## src/hdl/mcr_defines.vh

```
`ifndef MCR_DEFINES_VH
`define MCR_DEFINES_VH

// ----------------------------------------------------------------
// Register offsets
// ----------------------------------------------------------------
`define MCR_ADDR_DEV_CFG      8'h0e
`define MCR_ADDR_SETUP        8'h0f
`define MCR_ADDR_MAKER_LO     8'hfc
`define MCR_ADDR_MAKER_HI     8'hfd
`define MCR_ADDR_PART_LO      8'hfe
`define MCR_ADDR_PART_HI      8'hff

// ----------------------------------------------------------------
// Field positions
// ----------------------------------------------------------------
`define MCR_TRES_MSB          7
`define MCR_TRES_LSB          6
`define MCR_HRES_MSB          5
`define MCR_HRES_LSB          4
`define MCR_RSVD_BIT          3
`define MCR_SEL_MSB           2
`define MCR_SEL_LSB           1
`define MCR_TRIG_BIT          0
`define MCR_RATE_MSB          6
`define MCR_RATE_LSB          4

// ----------------------------------------------------------------
// Reset values and codes
// ----------------------------------------------------------------
`define MCR_SETUP_RST         8'h00
`define MCR_DEV_CFG_RST       7'h00
`define MCR_RES_14            2'h0
`define MCR_RES_11            2'h1
`define MCR_RES_9             2'h2
`define MCR_SEL_BOTH          2'h0
`define MCR_SEL_TEMP          2'h1
`define MCR_RATE_ONESHOT      3'h0

// ----------------------------------------------------------------
// Timing: sampling periods in ms and cycles at 50 MHz
// ----------------------------------------------------------------
`define MCR_CYC_PER_MS        36'd50000
`define MCR_T_R1_MS           36'd120000
`define MCR_T_R2_MS           36'd60000
`define MCR_T_R3_MS           36'd10000
`define MCR_T_R4_MS           36'd5000
`define MCR_T_R5_MS           36'd1000
`define MCR_T_R6_MS           36'd500
`define MCR_T_R7_MS           36'd200
`define MCR_CYC(ms)           ((ms) * `MCR_CYC_PER_MS)

`endif

```

## src/hdl/mcr_top.v

```verilog
`timescale 1ns/1ps
`include "mcr_defines.vh"
// ----------------------------------------------------------------
// Measurement setup and identification registers, serial-bus slave
// ----------------------------------------------------------------
module mcr_top #(
    parameter [6:0]  BUS_ADDR   = 7'h40,            // Slave address
    parameter [15:0] MAKER_CODE = 16'h1234,         // Arbitrary value
    parameter [15:0] PART_CODE  = 16'h0abc,         // Arbitrary value
    parameter [35:0] PER_R1     = `MCR_CYC(`MCR_T_R1_MS),
    parameter [35:0] PER_R2     = `MCR_CYC(`MCR_T_R2_MS),
    parameter [35:0] PER_R3     = `MCR_CYC(`MCR_T_R3_MS),
    parameter [35:0] PER_R4     = `MCR_CYC(`MCR_T_R4_MS),
    parameter [35:0] PER_R5     = `MCR_CYC(`MCR_T_R5_MS),
    parameter [35:0] PER_R6     = `MCR_CYC(`MCR_T_R6_MS),
    parameter [35:0] PER_R7     = `MCR_CYC(`MCR_T_R7_MS)
) (
    input  wire       clock_in,        // 50 MHz system clock
    input  wire       sys_rst_in,      // Synchronous reset, high
    input  wire       scl_in,          // Serial clock pin
    input  wire       sda_in,          // Serial data pin level
    output wire       sda_out_out,     // Serial data drive value
    output wire       sda_oe_out,      // High while pulling data low
    input  wire       conv_busy_in,    // Converter busy, same clock
    output wire       meas_start_out,  // One-cycle conversion start
    output wire [1:0] temp_res_out,    // Temperature resolution code
    output wire [1:0] humid_res_out,   // Humidity resolution code
    output wire [3:0] temp_bits_out,   // Temperature width, 0 invalid
    output wire [3:0] humid_bits_out,  // Humidity width, 0 invalid
    output wire       temp_en_out,     // Temperature channel converts
    output wire       humid_en_out,    // Humidity channel converts
    output wire       continuous_out   // Repeated sampling running
);
    // ------------------------------------------------------------
    // State encodings, one-hot
    // ------------------------------------------------------------
    localparam [6:0] ST_IDLE = 7'h01; // Not addressed
    localparam [6:0] ST_ADDR = 7'h02; // Shifting slave address
    localparam [6:0] ST_AACK = 7'h04; // Acking address
    localparam [6:0] ST_WR   = 7'h08; // Shifting write byte
    localparam [6:0] ST_WACK = 7'h10; // Acking write byte
    localparam [6:0] ST_RD   = 7'h20; // Sending read byte
    localparam [6:0] ST_RACK = 7'h40; // Host ack of read byte

    // ------------------------------------------------------------
    // Declarations
    // ------------------------------------------------------------
    wire [1:0]  pin_sync;          // Synchronised scl, sda
    wire        scl_s;             // Synced clock level
    wire        sda_s;             // Synced data level
    reg         scl_d_reg;         // Delayed clock level
    reg         sda_d_reg;         // Delayed data level
    wire        scl_rise;          // Clock rising edge
    wire        scl_fall;          // Clock falling edge
    wire        bus_start;         // Start or repeated start
    wire        bus_stop;          // Stop condition
    reg  [6:0]  state_reg;         // Slave state
    reg  [3:0]  bit_cnt_reg;       // Bits seen in current byte
    reg  [7:0]  rx_reg;            // Receive shift register
    reg  [7:0]  tx_reg;            // Transmit shift register
    reg  [7:0]  ptr_reg;           // Register pointer
    reg         ptr_phase_reg;     // Next write byte is pointer
    reg         rw_reg;            // Transfer direction, 1 read
    reg         host_ack_reg;      // Host acked last read byte
    reg         oe_reg;            // Data pull-down enable
    reg         wr_stb_reg;        // One-cycle register write
    reg  [7:0]  wr_addr_reg;       // Write target offset
    reg  [7:0]  wr_data_reg;       // Write data
    reg  [7:0]  rd_data;           // Read mux output
    reg  [7:0]  setup_reg;         // Measurement setup register
    reg  [6:0]  dev_cfg_reg;       // Conversion rate and misc bits
    reg         running_reg;       // Continuous sampling active
    reg  [35:0] timer_reg;         // Cycles since last start
    reg  [35:0] period;            // Selected sampling period
    reg         start_reg;         // Start pulse
    reg  [3:0]  tbits_reg;         // Decoded temperature width
    reg  [3:0]  hbits_reg;         // Decoded humidity width
    reg         ten_reg;           // Temperature enable
    reg         hen_reg;           // Humidity enable
    wire [2:0]  rate;              // Conversion rate field
    wire        trig_go;           // Triggered start this cycle
    wire        tick_go;           // Periodic start this cycle

    // ------------------------------------------------------------
    // Pin synchronisation and edge detection
    // ------------------------------------------------------------
    mcr_sync #(
        .WIDTH   (2),
        .RST_VAL (2'h3)
    ) u_sync (
        .clock_in   (clock_in),
        .sys_rst_in (sys_rst_in),
        .async_in   ({scl_in, sda_in}),
        .sync_out   (pin_sync)
    );

    assign scl_s = pin_sync[1];
    assign sda_s = pin_sync[0];

    // Delay stage for edges, reads only synchronised levels
    always @(posedge clock_in) begin
        if (sys_rst_in) begin
            scl_d_reg <= 1'b1;
            sda_d_reg <= 1'b1;
        end else begin
            scl_d_reg <= scl_s;
            sda_d_reg <= sda_s;
        end
    end

    assign scl_rise  = scl_s & ~scl_d_reg;
    assign scl_fall  = ~scl_s & scl_d_reg;
    assign bus_start = scl_s & scl_d_reg & sda_d_reg & ~sda_s;
    assign bus_stop  = scl_s & scl_d_reg & ~sda_d_reg & sda_s;

    // ------------------------------------------------------------
    // Read mux
    // ------------------------------------------------------------
    // Unmapped offsets read as zero; reserved bit 7 of config too
    always @* begin
        case (ptr_reg)
            `MCR_ADDR_DEV_CFG:  rd_data = {1'b0, dev_cfg_reg};
            `MCR_ADDR_SETUP:    rd_data = setup_reg;
            `MCR_ADDR_MAKER_LO: rd_data = MAKER_CODE[7:0];
            `MCR_ADDR_MAKER_HI: rd_data = MAKER_CODE[15:8];
            `MCR_ADDR_PART_LO:  rd_data = PART_CODE[7:0];
            `MCR_ADDR_PART_HI:  rd_data = PART_CODE[15:8];
            default:            rd_data = 8'h00;
        endcase
    end

    // ------------------------------------------------------------
    // Serial-bus slave
    // ------------------------------------------------------------
    // Data changes only on clock falls, so the host sees it stable
    always @(posedge clock_in) begin
        if (sys_rst_in) begin
            state_reg     <= ST_IDLE;
            bit_cnt_reg   <= 4'h0;
            rx_reg        <= 8'h00;
            tx_reg        <= 8'h00;
            ptr_reg       <= 8'h00;
            ptr_phase_reg <= 1'b0;
            rw_reg        <= 1'b0;
            host_ack_reg  <= 1'b0;
            oe_reg        <= 1'b0;
            wr_stb_reg    <= 1'b0;
            wr_addr_reg   <= 8'h00;
            wr_data_reg   <= 8'h00;
        end else begin
            wr_stb_reg <= 1'b0;
            if (bus_start) begin
                // Start wins in any state, also repeated start
                state_reg   <= ST_ADDR;
                bit_cnt_reg <= 4'h0;
                oe_reg      <= 1'b0;
            end else if (bus_stop) begin
                state_reg <= ST_IDLE;
                oe_reg    <= 1'b0;
            end else begin
                case (state_reg)
                    ST_IDLE: begin
                        oe_reg <= 1'b0;
                    end
                    ST_ADDR, ST_WR: begin
                        if (scl_rise) begin
                            rx_reg      <= {rx_reg[6:0], sda_s};
                            bit_cnt_reg <= bit_cnt_reg + 4'h1;
                        end else if (scl_fall && bit_cnt_reg == 4'h8) begin
                            bit_cnt_reg <= 4'h0;
                            if (state_reg == ST_ADDR) begin
                                if (rx_reg[7:1] == BUS_ADDR) begin
                                    rw_reg        <= rx_reg[0];
                                    ptr_phase_reg <= ~rx_reg[0];
                                    oe_reg        <= 1'b1;
                                    state_reg     <= ST_AACK;
                                end else begin
                                    state_reg <= ST_IDLE;
                                end
                            end else begin
                                oe_reg    <= 1'b1;
                                state_reg <= ST_WACK;
                                if (ptr_phase_reg) begin
                                    ptr_reg       <= rx_reg;
                                    ptr_phase_reg <= 1'b0;
                                end else begin
                                    wr_stb_reg  <= 1'b1;
                                    wr_addr_reg <= ptr_reg;
                                    wr_data_reg <= rx_reg;
                                    ptr_reg     <= ptr_reg + 8'h01;
                                end
                            end
                        end
                    end
                    ST_AACK: begin
                        if (scl_fall) begin
                            if (rw_reg) begin
                                tx_reg    <= rd_data;
                                oe_reg    <= ~rd_data[7];
                                ptr_reg   <= ptr_reg + 8'h01;
                                state_reg <= ST_RD;
                            end else begin
                                oe_reg    <= 1'b0;
                                state_reg <= ST_WR;
                            end
                        end
                    end
                    ST_WACK: begin
                        if (scl_fall) begin
                            oe_reg    <= 1'b0;
                            state_reg <= ST_WR;
                        end
                    end
                    ST_RD: begin
                        if (scl_rise) begin
                            bit_cnt_reg <= bit_cnt_reg + 4'h1;
                        end else if (scl_fall) begin
                            if (bit_cnt_reg == 4'h8) begin
                                bit_cnt_reg <= 4'h0;
                                oe_reg      <= 1'b0;
                                state_reg   <= ST_RACK;
                            end else begin
                                tx_reg <= {tx_reg[6:0], 1'b0};
                                oe_reg <= ~tx_reg[6];
                            end
                        end
                    end
                    ST_RACK: begin
                        if (scl_rise) begin
                            host_ack_reg <= ~sda_s;
                        end else if (scl_fall) begin
                            // Nack ends the read; back to idle until the next start
                            if (host_ack_reg) begin
                                tx_reg    <= rd_data;
                                oe_reg    <= ~rd_data[7];
                                ptr_reg   <= ptr_reg + 8'h01;
                                state_reg <= ST_RD;
                            end else begin
                                state_reg <= ST_IDLE;
                            end
                        end
                    end
                    default: begin
                        state_reg <= ST_IDLE;
                        oe_reg    <= 1'b0;
                    end
                endcase
            end
        end
    end

    // ------------------------------------------------------------
    // Register file and measurement sequencer
    // ------------------------------------------------------------
    assign rate    = dev_cfg_reg[`MCR_RATE_MSB:`MCR_RATE_LSB];
    // Starts wait for an idle converter so none is dropped
    assign trig_go = setup_reg[`MCR_TRIG_BIT] & ~conv_busy_in;
    assign tick_go = running_reg & ~trig_go & ~conv_busy_in &
                     (timer_reg >= period - 36'd1);

    // Period per rate code; code 000 never reaches the timer
    always @* begin
        case (rate)
            3'h1:    period = PER_R1;
            3'h2:    period = PER_R2;
            3'h3:    period = PER_R3;
            3'h4:    period = PER_R4;
            3'h5:    period = PER_R5;
            3'h6:    period = PER_R6;
            3'h7:    period = PER_R7;
            default: period = PER_R1;
        endcase
    end

    // A host write to the trigger wins over the hardware clear
    always @(posedge clock_in) begin
        if (sys_rst_in) begin
            setup_reg   <= `MCR_SETUP_RST;
            dev_cfg_reg <= `MCR_DEV_CFG_RST;
            running_reg <= 1'b0;
            timer_reg   <= 36'd0;
            start_reg   <= 1'b0;
        end else begin
            start_reg <= trig_go | tick_go;
            if (trig_go) begin
                setup_reg[`MCR_TRIG_BIT] <= 1'b0;
            end
            if (wr_stb_reg && wr_addr_reg == `MCR_ADDR_SETUP) begin
                setup_reg[7:1] <= wr_data_reg[7:1];
                // Zero leaves a pending trigger alone
                if (wr_data_reg[`MCR_TRIG_BIT]) begin
                    setup_reg[`MCR_TRIG_BIT] <= 1'b1;
                end
            end
            if (wr_stb_reg && wr_addr_reg == `MCR_ADDR_DEV_CFG) begin
                dev_cfg_reg <= wr_data_reg[6:0];
            end
            if (rate == `MCR_RATE_ONESHOT) begin
                running_reg <= 1'b0;
                timer_reg   <= 36'd0;
            end else if (trig_go || tick_go) begin
                running_reg <= 1'b1;
                timer_reg   <= 36'd0;
            end else if (running_reg && timer_reg < period) begin
                // Saturates while the converter is still busy
                timer_reg <= timer_reg + 36'd1;
            end
        end
    end

    // ------------------------------------------------------------
    // Decoded converter settings
    // ------------------------------------------------------------
    // Code 11 gives width 0 so the converter can flag it
    always @(posedge clock_in) begin
        if (sys_rst_in) begin
            tbits_reg <= 4'h0;
            hbits_reg <= 4'h0;
            ten_reg   <= 1'b0;
            hen_reg   <= 1'b0;
        end else begin
            case (setup_reg[`MCR_TRES_MSB:`MCR_TRES_LSB])
                `MCR_RES_14: tbits_reg <= 4'he;
                `MCR_RES_11: tbits_reg <= 4'hb;
                `MCR_RES_9:  tbits_reg <= 4'h9;
                default:     tbits_reg <= 4'h0;
            endcase
            case (setup_reg[`MCR_HRES_MSB:`MCR_HRES_LSB])
                `MCR_RES_14: hbits_reg <= 4'he;
                `MCR_RES_11: hbits_reg <= 4'hb;
                `MCR_RES_9:  hbits_reg <= 4'h9;
                default:     hbits_reg <= 4'h0;
            endcase
            case (setup_reg[`MCR_SEL_MSB:`MCR_SEL_LSB])
                `MCR_SEL_BOTH: begin
                    ten_reg <= 1'b1;
                    hen_reg <= 1'b1;
                end
                `MCR_SEL_TEMP: begin
                    ten_reg <= 1'b1;
                    hen_reg <= 1'b0;
                end
                default: begin
                    ten_reg <= 1'b0;
                    hen_reg <= 1'b0;
                end
            endcase
        end
    end

    // ------------------------------------------------------------
    // Outputs
    // ------------------------------------------------------------
    assign sda_out_out    = 1'b0;
    assign sda_oe_out     = oe_reg;
    assign meas_start_out = start_reg;
    assign temp_res_out   = setup_reg[`MCR_TRES_MSB:`MCR_TRES_LSB];
    assign humid_res_out  = setup_reg[`MCR_HRES_MSB:`MCR_HRES_LSB];
    assign temp_bits_out  = tbits_reg;
    assign humid_bits_out = hbits_reg;
    assign temp_en_out    = ten_reg;
    assign humid_en_out   = hen_reg;
    assign continuous_out = running_reg;
endmodule // mcr_top

```

## src/hdl/mcr_sync.v

```verilog
`timescale 1ns/1ps
// ----------------------------------------------------------------
// Two-flop synchroniser for pin inputs
// ----------------------------------------------------------------
module mcr_sync #(
    parameter             WIDTH   = 2,
    parameter [WIDTH-1:0] RST_VAL = {WIDTH{1'b1}}
) (
    input  wire             clock_in,   // System clock
    input  wire             sys_rst_in, // Synchronous reset
    input  wire [WIDTH-1:0] async_in,   // Raw pin levels
    output wire [WIDTH-1:0] sync_out    // Levels in clock domain
);
    reg [WIDTH-1:0] meta_reg;  // First stage, read only by second
    reg [WIDTH-1:0] stable_reg; // Second stage

    // Idle bus level is high, so reset to RST_VAL avoids fake edges
    always @(posedge clock_in) begin
        if (sys_rst_in) begin
            meta_reg   <= RST_VAL;
            stable_reg <= RST_VAL;
        end else begin
            meta_reg   <= async_in;
            stable_reg <= meta_reg;
        end
    end

    assign sync_out = stable_reg;
endmodule // mcr_sync

```

## config.mk

```make
export PLATFORM = sky130hd
export DESIGN_NAME = mcr_top
export DESIGN_NICKNAME = d
export VERILOG_FILES = /design/src/hdl/mcr_top.v /design/src/hdl/mcr_sync.v
export VERILOG_INCLUDE_DIRS = /design/src /design/src/hdl
export SDC_FILE = /design/constraint.sdc
export NUM_CORES = 1
export LEC_CHECK = 0
export BUFFER_PORTS_ARGS = -buffer_cell sky130_fd_sc_hd__buf_4
export CORE_AREA = 3 3 114 116
export DETAILED_ROUTE_END_ITERATION = 6
export DIE_AREA = 0 0 117 119
export PLACE_DENSITY = 0.8
export SLEW_MARGIN = 10
export SYNTH_ARGS = -nofsm -noshare
export SYNTH_HDL_FRONTEND = slang
export SYNTH_HIERARCHICAL = 1
export SYNTH_SLANG_ARGS = --single-unit
```

## constraint.sdc

```tcl
create_clock -name clock_in -period 5.3 [get_ports clock_in]
set_input_delay 1.59 -clock clock_in [delete_from_list [all_inputs] [get_ports clock_in]]
set_output_delay 1.59 -clock clock_in [all_outputs]
set_load 0.02 [all_outputs]
```

* Word level (Yosys, flattened, before mapping) *
Cells that the tools add are included.

storage, ports and cells
  flip-flop bits (word level) = 124
  input port bits = 5
  logic and storage cells = 215

operators by class
  add/subtract/negate cells = 4
  $lt $le $gt $ge = 2
  equality and inequality tests = 56
  mux-type cells = 67
  bitwise gates (word level) = 29
  reduce and logical (&&, ||, !) cells = 30

operator list
  operator               count
  $pmux 33 s6            1
  $mux 7                 18
  $mux 8                 9
  $pmux 8 s6             1
  $pmux 7 s6             1
  $add 36x1->36 const B  1
  $ge 36x36->1           1
  $lt 36x36->1           1
  $ne 4x4->1 const B     9
  $sub 36x1->36 const B  1
  $eq 8x4->1 const B     4
  $eq 8x8->1 const B     4
  $reduce_and 10->1      3
  $ne 2x2->1 const B     13
  $pmux 4 s3             2
  $pmux 8 s3             1
  $reduce_and 11->1      2
  $mux 1                 21
  $pmux 7 s3             1
  $mux 4                 5
  $not 1->1              17
  $ne 3x3->1 const B     5
  $eq 7x7->1 const B     2
  $reduce_and 7->1       2
  33 further kinds       63

* Logic depth before layout (Yosys ltp) *
  depth after elaboration = 8
  gate-level depth with buffers = 15
  mapped depth without buffers = 12

* Cells and area by module *
Netlist, hierarchy kept.

modules (own cells, without submodules)
  module    instances  cells each  area an instance (um2)
  mcr_top   1          889         7479.7
  mcr_sync  1          8           105.1

* Least setup slack after synthesis *
OpenSTA, ideal clock, no wires.

  kind = register to register
  start point = register dev_cfg_reg[4]
  end point = register timer_reg[12]
  library setup time = 0.135 ns
  arrival time = 3.095 ns
  required time = 5.165 ns
  path slack = 2.070 ns
  stages on the path, launching flop included = 14
  path buffers = 2
  path through = dfxtp_1 clkbuf_1 nand2_1 nor2_1 nor2_1 and2_1 ha_1 nand4_1 or3_1 a31oi_1 o31ai_1 a311oi_4 buf_6 nor3_1

between the ends
  longest elaborated chain between the ends = 7

RTL lines
  element                                   line           text
  start, declared                           mcr_top.v:71   reg [6:0] dev_cfg_reg;
  start signal, assigned                    mcr_top.v:279  dev_cfg_reg <= `MCR_DEV_CFG_RST;
  start signal, assigned                    mcr_top.v:296  dev_cfg_reg <= wr_data_reg[6:0];
  $eq 3x3->1 or $eq 3x2->1 (tied branches)  mcr_top.v:263  case (rate)
  $pmux 33 s6                               mcr_top.v:263
  $sub 36x1->36                             mcr_top.v:259  (timer_reg >= period - 36'd1);
  $ge 36x36->1                              mcr_top.v:259
  $and 1x1->1                               mcr_top.v:258  assign tick_go = running_reg & ~trig_go & ~conv_busy_in &
  $logic_or 1x1->1                          mcr_top.v:301  end else if (trig_go || tick_go) begin
  $reduce_or 3->1 (no line)                 --
  end signal, assigned                      mcr_top.v:306  timer_reg <= timer_reg + 36'd1;
  end, declared                             mcr_top.v:73   reg [35:0] timer_reg;

Parallel ways exist; a longest one is shown, timed or not.
A chain may end at the register's enable or synchronous reset.

* Worst setup path after layout *
  start point = register dev_cfg_reg[5]
  end point = register timer_reg[24]

The elaborated chain is that of the path after synthesis.

==> summary.txt <==
Hold path
  • Hold path cells: 2
  • Hold Path End: wr_addr_reg[5]$_SDFFE_PP0P_
  • HP Start: wr_addr_reg[5]$_SDFFE_PP0P_
  • Worst Hold Class: flop to flop

Pwr
  • Pwr per Cell Area: around 250 nW/µm²
  • Clock Power Share: a little over half
  • Sequential power share: a little under half
  • Leak pwr: 0.00318 µW
  • VDD IR-drop max: 0.000227 V
  • Power, Total: a little over 2000 µW
  • Switch Pwr: 452 µW
  • Power Internal: about 1600 µW
  • Comb pwr share: 2.3%
  • Switching part of the total: 21.9%

Worst setup path
  • Slowest stage delay, CP: 740 ps
  • Internal reg-to-reg setup slack: 1230 ps
  • R2r endpoint: timer_reg[24]$_SDFFE_PP0P_
  • Kind of end point of the critical path: flop
  • Critical Path AT: roughly 4300 ps
  • CP Data Required Time: roughly 5600 ps
  • CP Class: flop to flop
  • Crit-path slowest cell: dfxtp_1
  • Critical path, cell by cell: nand2_1 -> nor2_1 -> nor2_1 -> ha_1 -> nand4_1 -> nor4_1 -> a21oi_1 -> a211oi_1 -> o31ai_1 -> a311oi_4 -> buf_4 -> nor3_1
  • CP most frequent cell: nor2_1
  • FF-to-FF path depth: 12
  • Critical path peak fanout: 37
  • CP Launch Type: flop
  • Setup crit start: dev_cfg_reg[5]$_SDFFE_PP0P_
  • Reg2Reg Launch Point: dev_cfg_reg[5]$_SDFFE_PP0P_

Synthesis
  • Share of the synthesized area in the top cell type: around 33%
  • Seq/Total Area, Yosys: 32.7%
  • Most frequent cells after synthesis: 124 x dfxtp_1, 88 x nand2_1, 82 x nor2_1
  • Synth Register Bits: 124
  • Syn_area_per_cell: approximately 8.5 µm²
  • Async S/R FF share, synth: 0%
  • Netlist cell types: 74
  • Syn Inst Count: 897
  • Synth Flop Type: dfxtp_1
  • Area leader, netlist: dfxtp_1
  • YS warnings: 6
  • Post-synth EDFFs: 0
  • Syn nets: 975
  • Largest cells by area after synthesis: dfxtp_1 33%, ha_1 12%, nand2_1 4.4%
  • Top-count cell post-synth: dfxtp_1
  • Synthesized area: 7580 µm²

Global routing
  • Largest net degree at the start of global routing: 48
  • Grt total ovfl: 0
  • GRT Resource Usage Total: 28.1%
  • Initial antenna violation count: 0
  • Vias in the first global route: 6321
  • First-pass GRT wire length: 31100 µm

Placement
  • Gpl congestion: 0.951
  • Pre-CTS setup slack: ~1300 ps
  • PortBufs: 21
  • Detailed Place HPWL: 13600 µm

Timing
  • Final Setup Violations: 0
  • Setup WS post-layout: about 1200 ps
  • Final hold violation count: 0
  • Fmax: 246 MHz
  • Period Utilization, post-route: 76.7%
  • RSZ-0062 raised after global routing: no
  • Worst slew pin tran: 850 ps
  • Slew margin rel.: 42.8%
  • Post-route setup TNS: 0 ps
  • Slew Limit Fails: 0
  • Clk_skew: 8.48 ps
  • Final min period: roughly 4100 ps

Layout
  • Register Area: 2480 µm²
  • Core Util, Final: 68.9%
  • Fillers: 969
  • Share of layout cells above drive strength 1: 11.2%
  • Layout Area Growth over Synthesis: 9.04%
  • Footprint of the multi-input gates: 4740 µm²
  • Final nets: 973
  • # diodes: 0
  • Largest register FFs: 36

Detailed routing
  • Routed vias: 6781
  • DRT Pass-1 Iters: 5
  • DRC: 0
  • Final Routed Wirelength: ~19000 µm
  • Via density: 6.43
  • Routed Antenna Nets: 0
  • Drt wl/cell: 18.0 µm
  • Starting DRT DRC Count: 637

CTS
  • Post-CTS Setup Inserts: 0
  • Clk Latency, worst-skew pair: slightly above 400 ps
  • Post_cts resized: 0
  • Hold buffer count at CTS: 0
  • Clk slew on worst S/H paths: 60 ps
  • Root buffer cell: clkbuf_16
  • CTS Buf Count: 17
  • TritonCTS clock tree: yes
  • H-tree level count: 4
  • CTS max path bufs: 2
  • Clk sinks: roughly 120

Outcome
  • Status: finished clean

Floorplan
  • Initial cell density of the core: a little over three fifths
  • Die area: 13900 µm²
  • Core Area: 12000 µm²
  • # IOs: 23
  • Die span in x: 117 µm
  • FP Rows: 40
  • Die Y: 119 µm

Flow run
  • Max-cap violations: 0
metal layers:
layer	vias to the layer above	routed length (µm)	GRT usage [%]
li1	3203	-	-
met1	3234	8480	39.9
met2	316	8700	41.9
met3	28	1640	6.91
met4	0	230	8.53
met5	-	0	0
area by class of cell:
class	count	share of cell area, %
inverter	31	1.41
clock buffer	20	5.52
tap	147	2.22
sequential	124	30.0
clock inverter	12	1.18
multi-input combinational	695	57.3
timing repair buffer	26	2.36
logic make-up (layout without fill, tap and decap cells):
kind of cell	count (synthesis)	count (layout)	synth area share, %
compound gates	150	150	13.5
simple gates	405	405	28.8
xor+xnor	37	37	4.27
mux	28	28	3.70
fa+ha+maj	73	73	12.0
other cells	2	2	0.0990
buf+inv	78	89	4.85
flops	124	124	32.7
power groups by stage:
stage	Clock, µW	Sequential, µW	Combinational (µW)
after floorplan	0	965	27.7
final	1080	942	46.7
after global routing	1140	942	50.5
after global placement	0	962	44.8
after CTS	1090	942	46.4
after detailed placement	0	962	45.6
critical path: cells and delay by family (launching register included):
| family | cells | cell delay [ps] |
|---|---|---|
| compound gates | 4 | 870 |
| simple gates | 6 | 1500 |
| flops | 1 | 740 |
| fa+ha+maj | 1 | 350 |
| buf+inv | 1 | 420 |
placed cells by master, fill, tap and decap left out, types with 4 or more instances in the layout:
| cell | n |
|---|---|
| a21o_1 | 13 |
| o21ai_0 | 23 |
| clkinv_2 | 6 |
| clkinvlp_4 | 5 |
| nor2b_1 | 15 |
| xnor2_1 | 33 |
| nor3_1 | 53 |
| nand2_1 | 88 |
| nand2b_1 | 13 |
| a22oi_1 | 12 |
| xor2_1 | 4 |
| ha_1 | 73 |
| nand3_1 | 26 |
| and2_1 | 16 |
| dfxtp_1 | 124 |
| nor3b_1 | 8 |
| buf_4 | 26 |
| a21oi_1 | 50 |
| or2_2 | 7 |
| nor3_2 | 10 |
| mux2i_1 | 28 |
| nand4_1 | 23 |
| nor2_1 | 82 |
| nor4_1 | 19 |
| inv_1 | 31 |
| nand4b_1 | 4 |
| or2_1 | 5 |
| a211oi_1 | 8 |
| and4_1 | 4 |
| and3_1 | 7 |
| clkbuf_16 | 17 |
| o31ai_1 | 5 |
through the flow:
stage | hold slack, ps | instances | instance area, µm²
final | 457 | 1055 | 8270
after global routing | 467 | 1055 | 8270
after CTS | 454 | 1055 | 8270
after detailed placement | 448 | 1023 | 7720
after global placement | 435 | 1023 | 7720
after floorplan | 383 | 897 | 7580
worst max path at each step:
| stage | end | depth (start not counted) |
|---|---|---|
| floorplan | timer_reg[12]$_SDFFE_PP0P_ | 13 |
| global placement | timer_reg[23]$_SDFFE_PP0P_ | 12 |
| detailed placement | timer_reg[2]$_SDFFE_PP0P_ | 12 |
| CTS | timer_reg[24]$_SDFFE_PP0P_ | 12 |
| global route | timer_reg[24]$_SDFFE_PP0P_ | 12 |
| finish | timer_reg[24]$_SDFFE_PP0P_ | 12 |
Note: power is estimated with default switching activity, not from simulation.
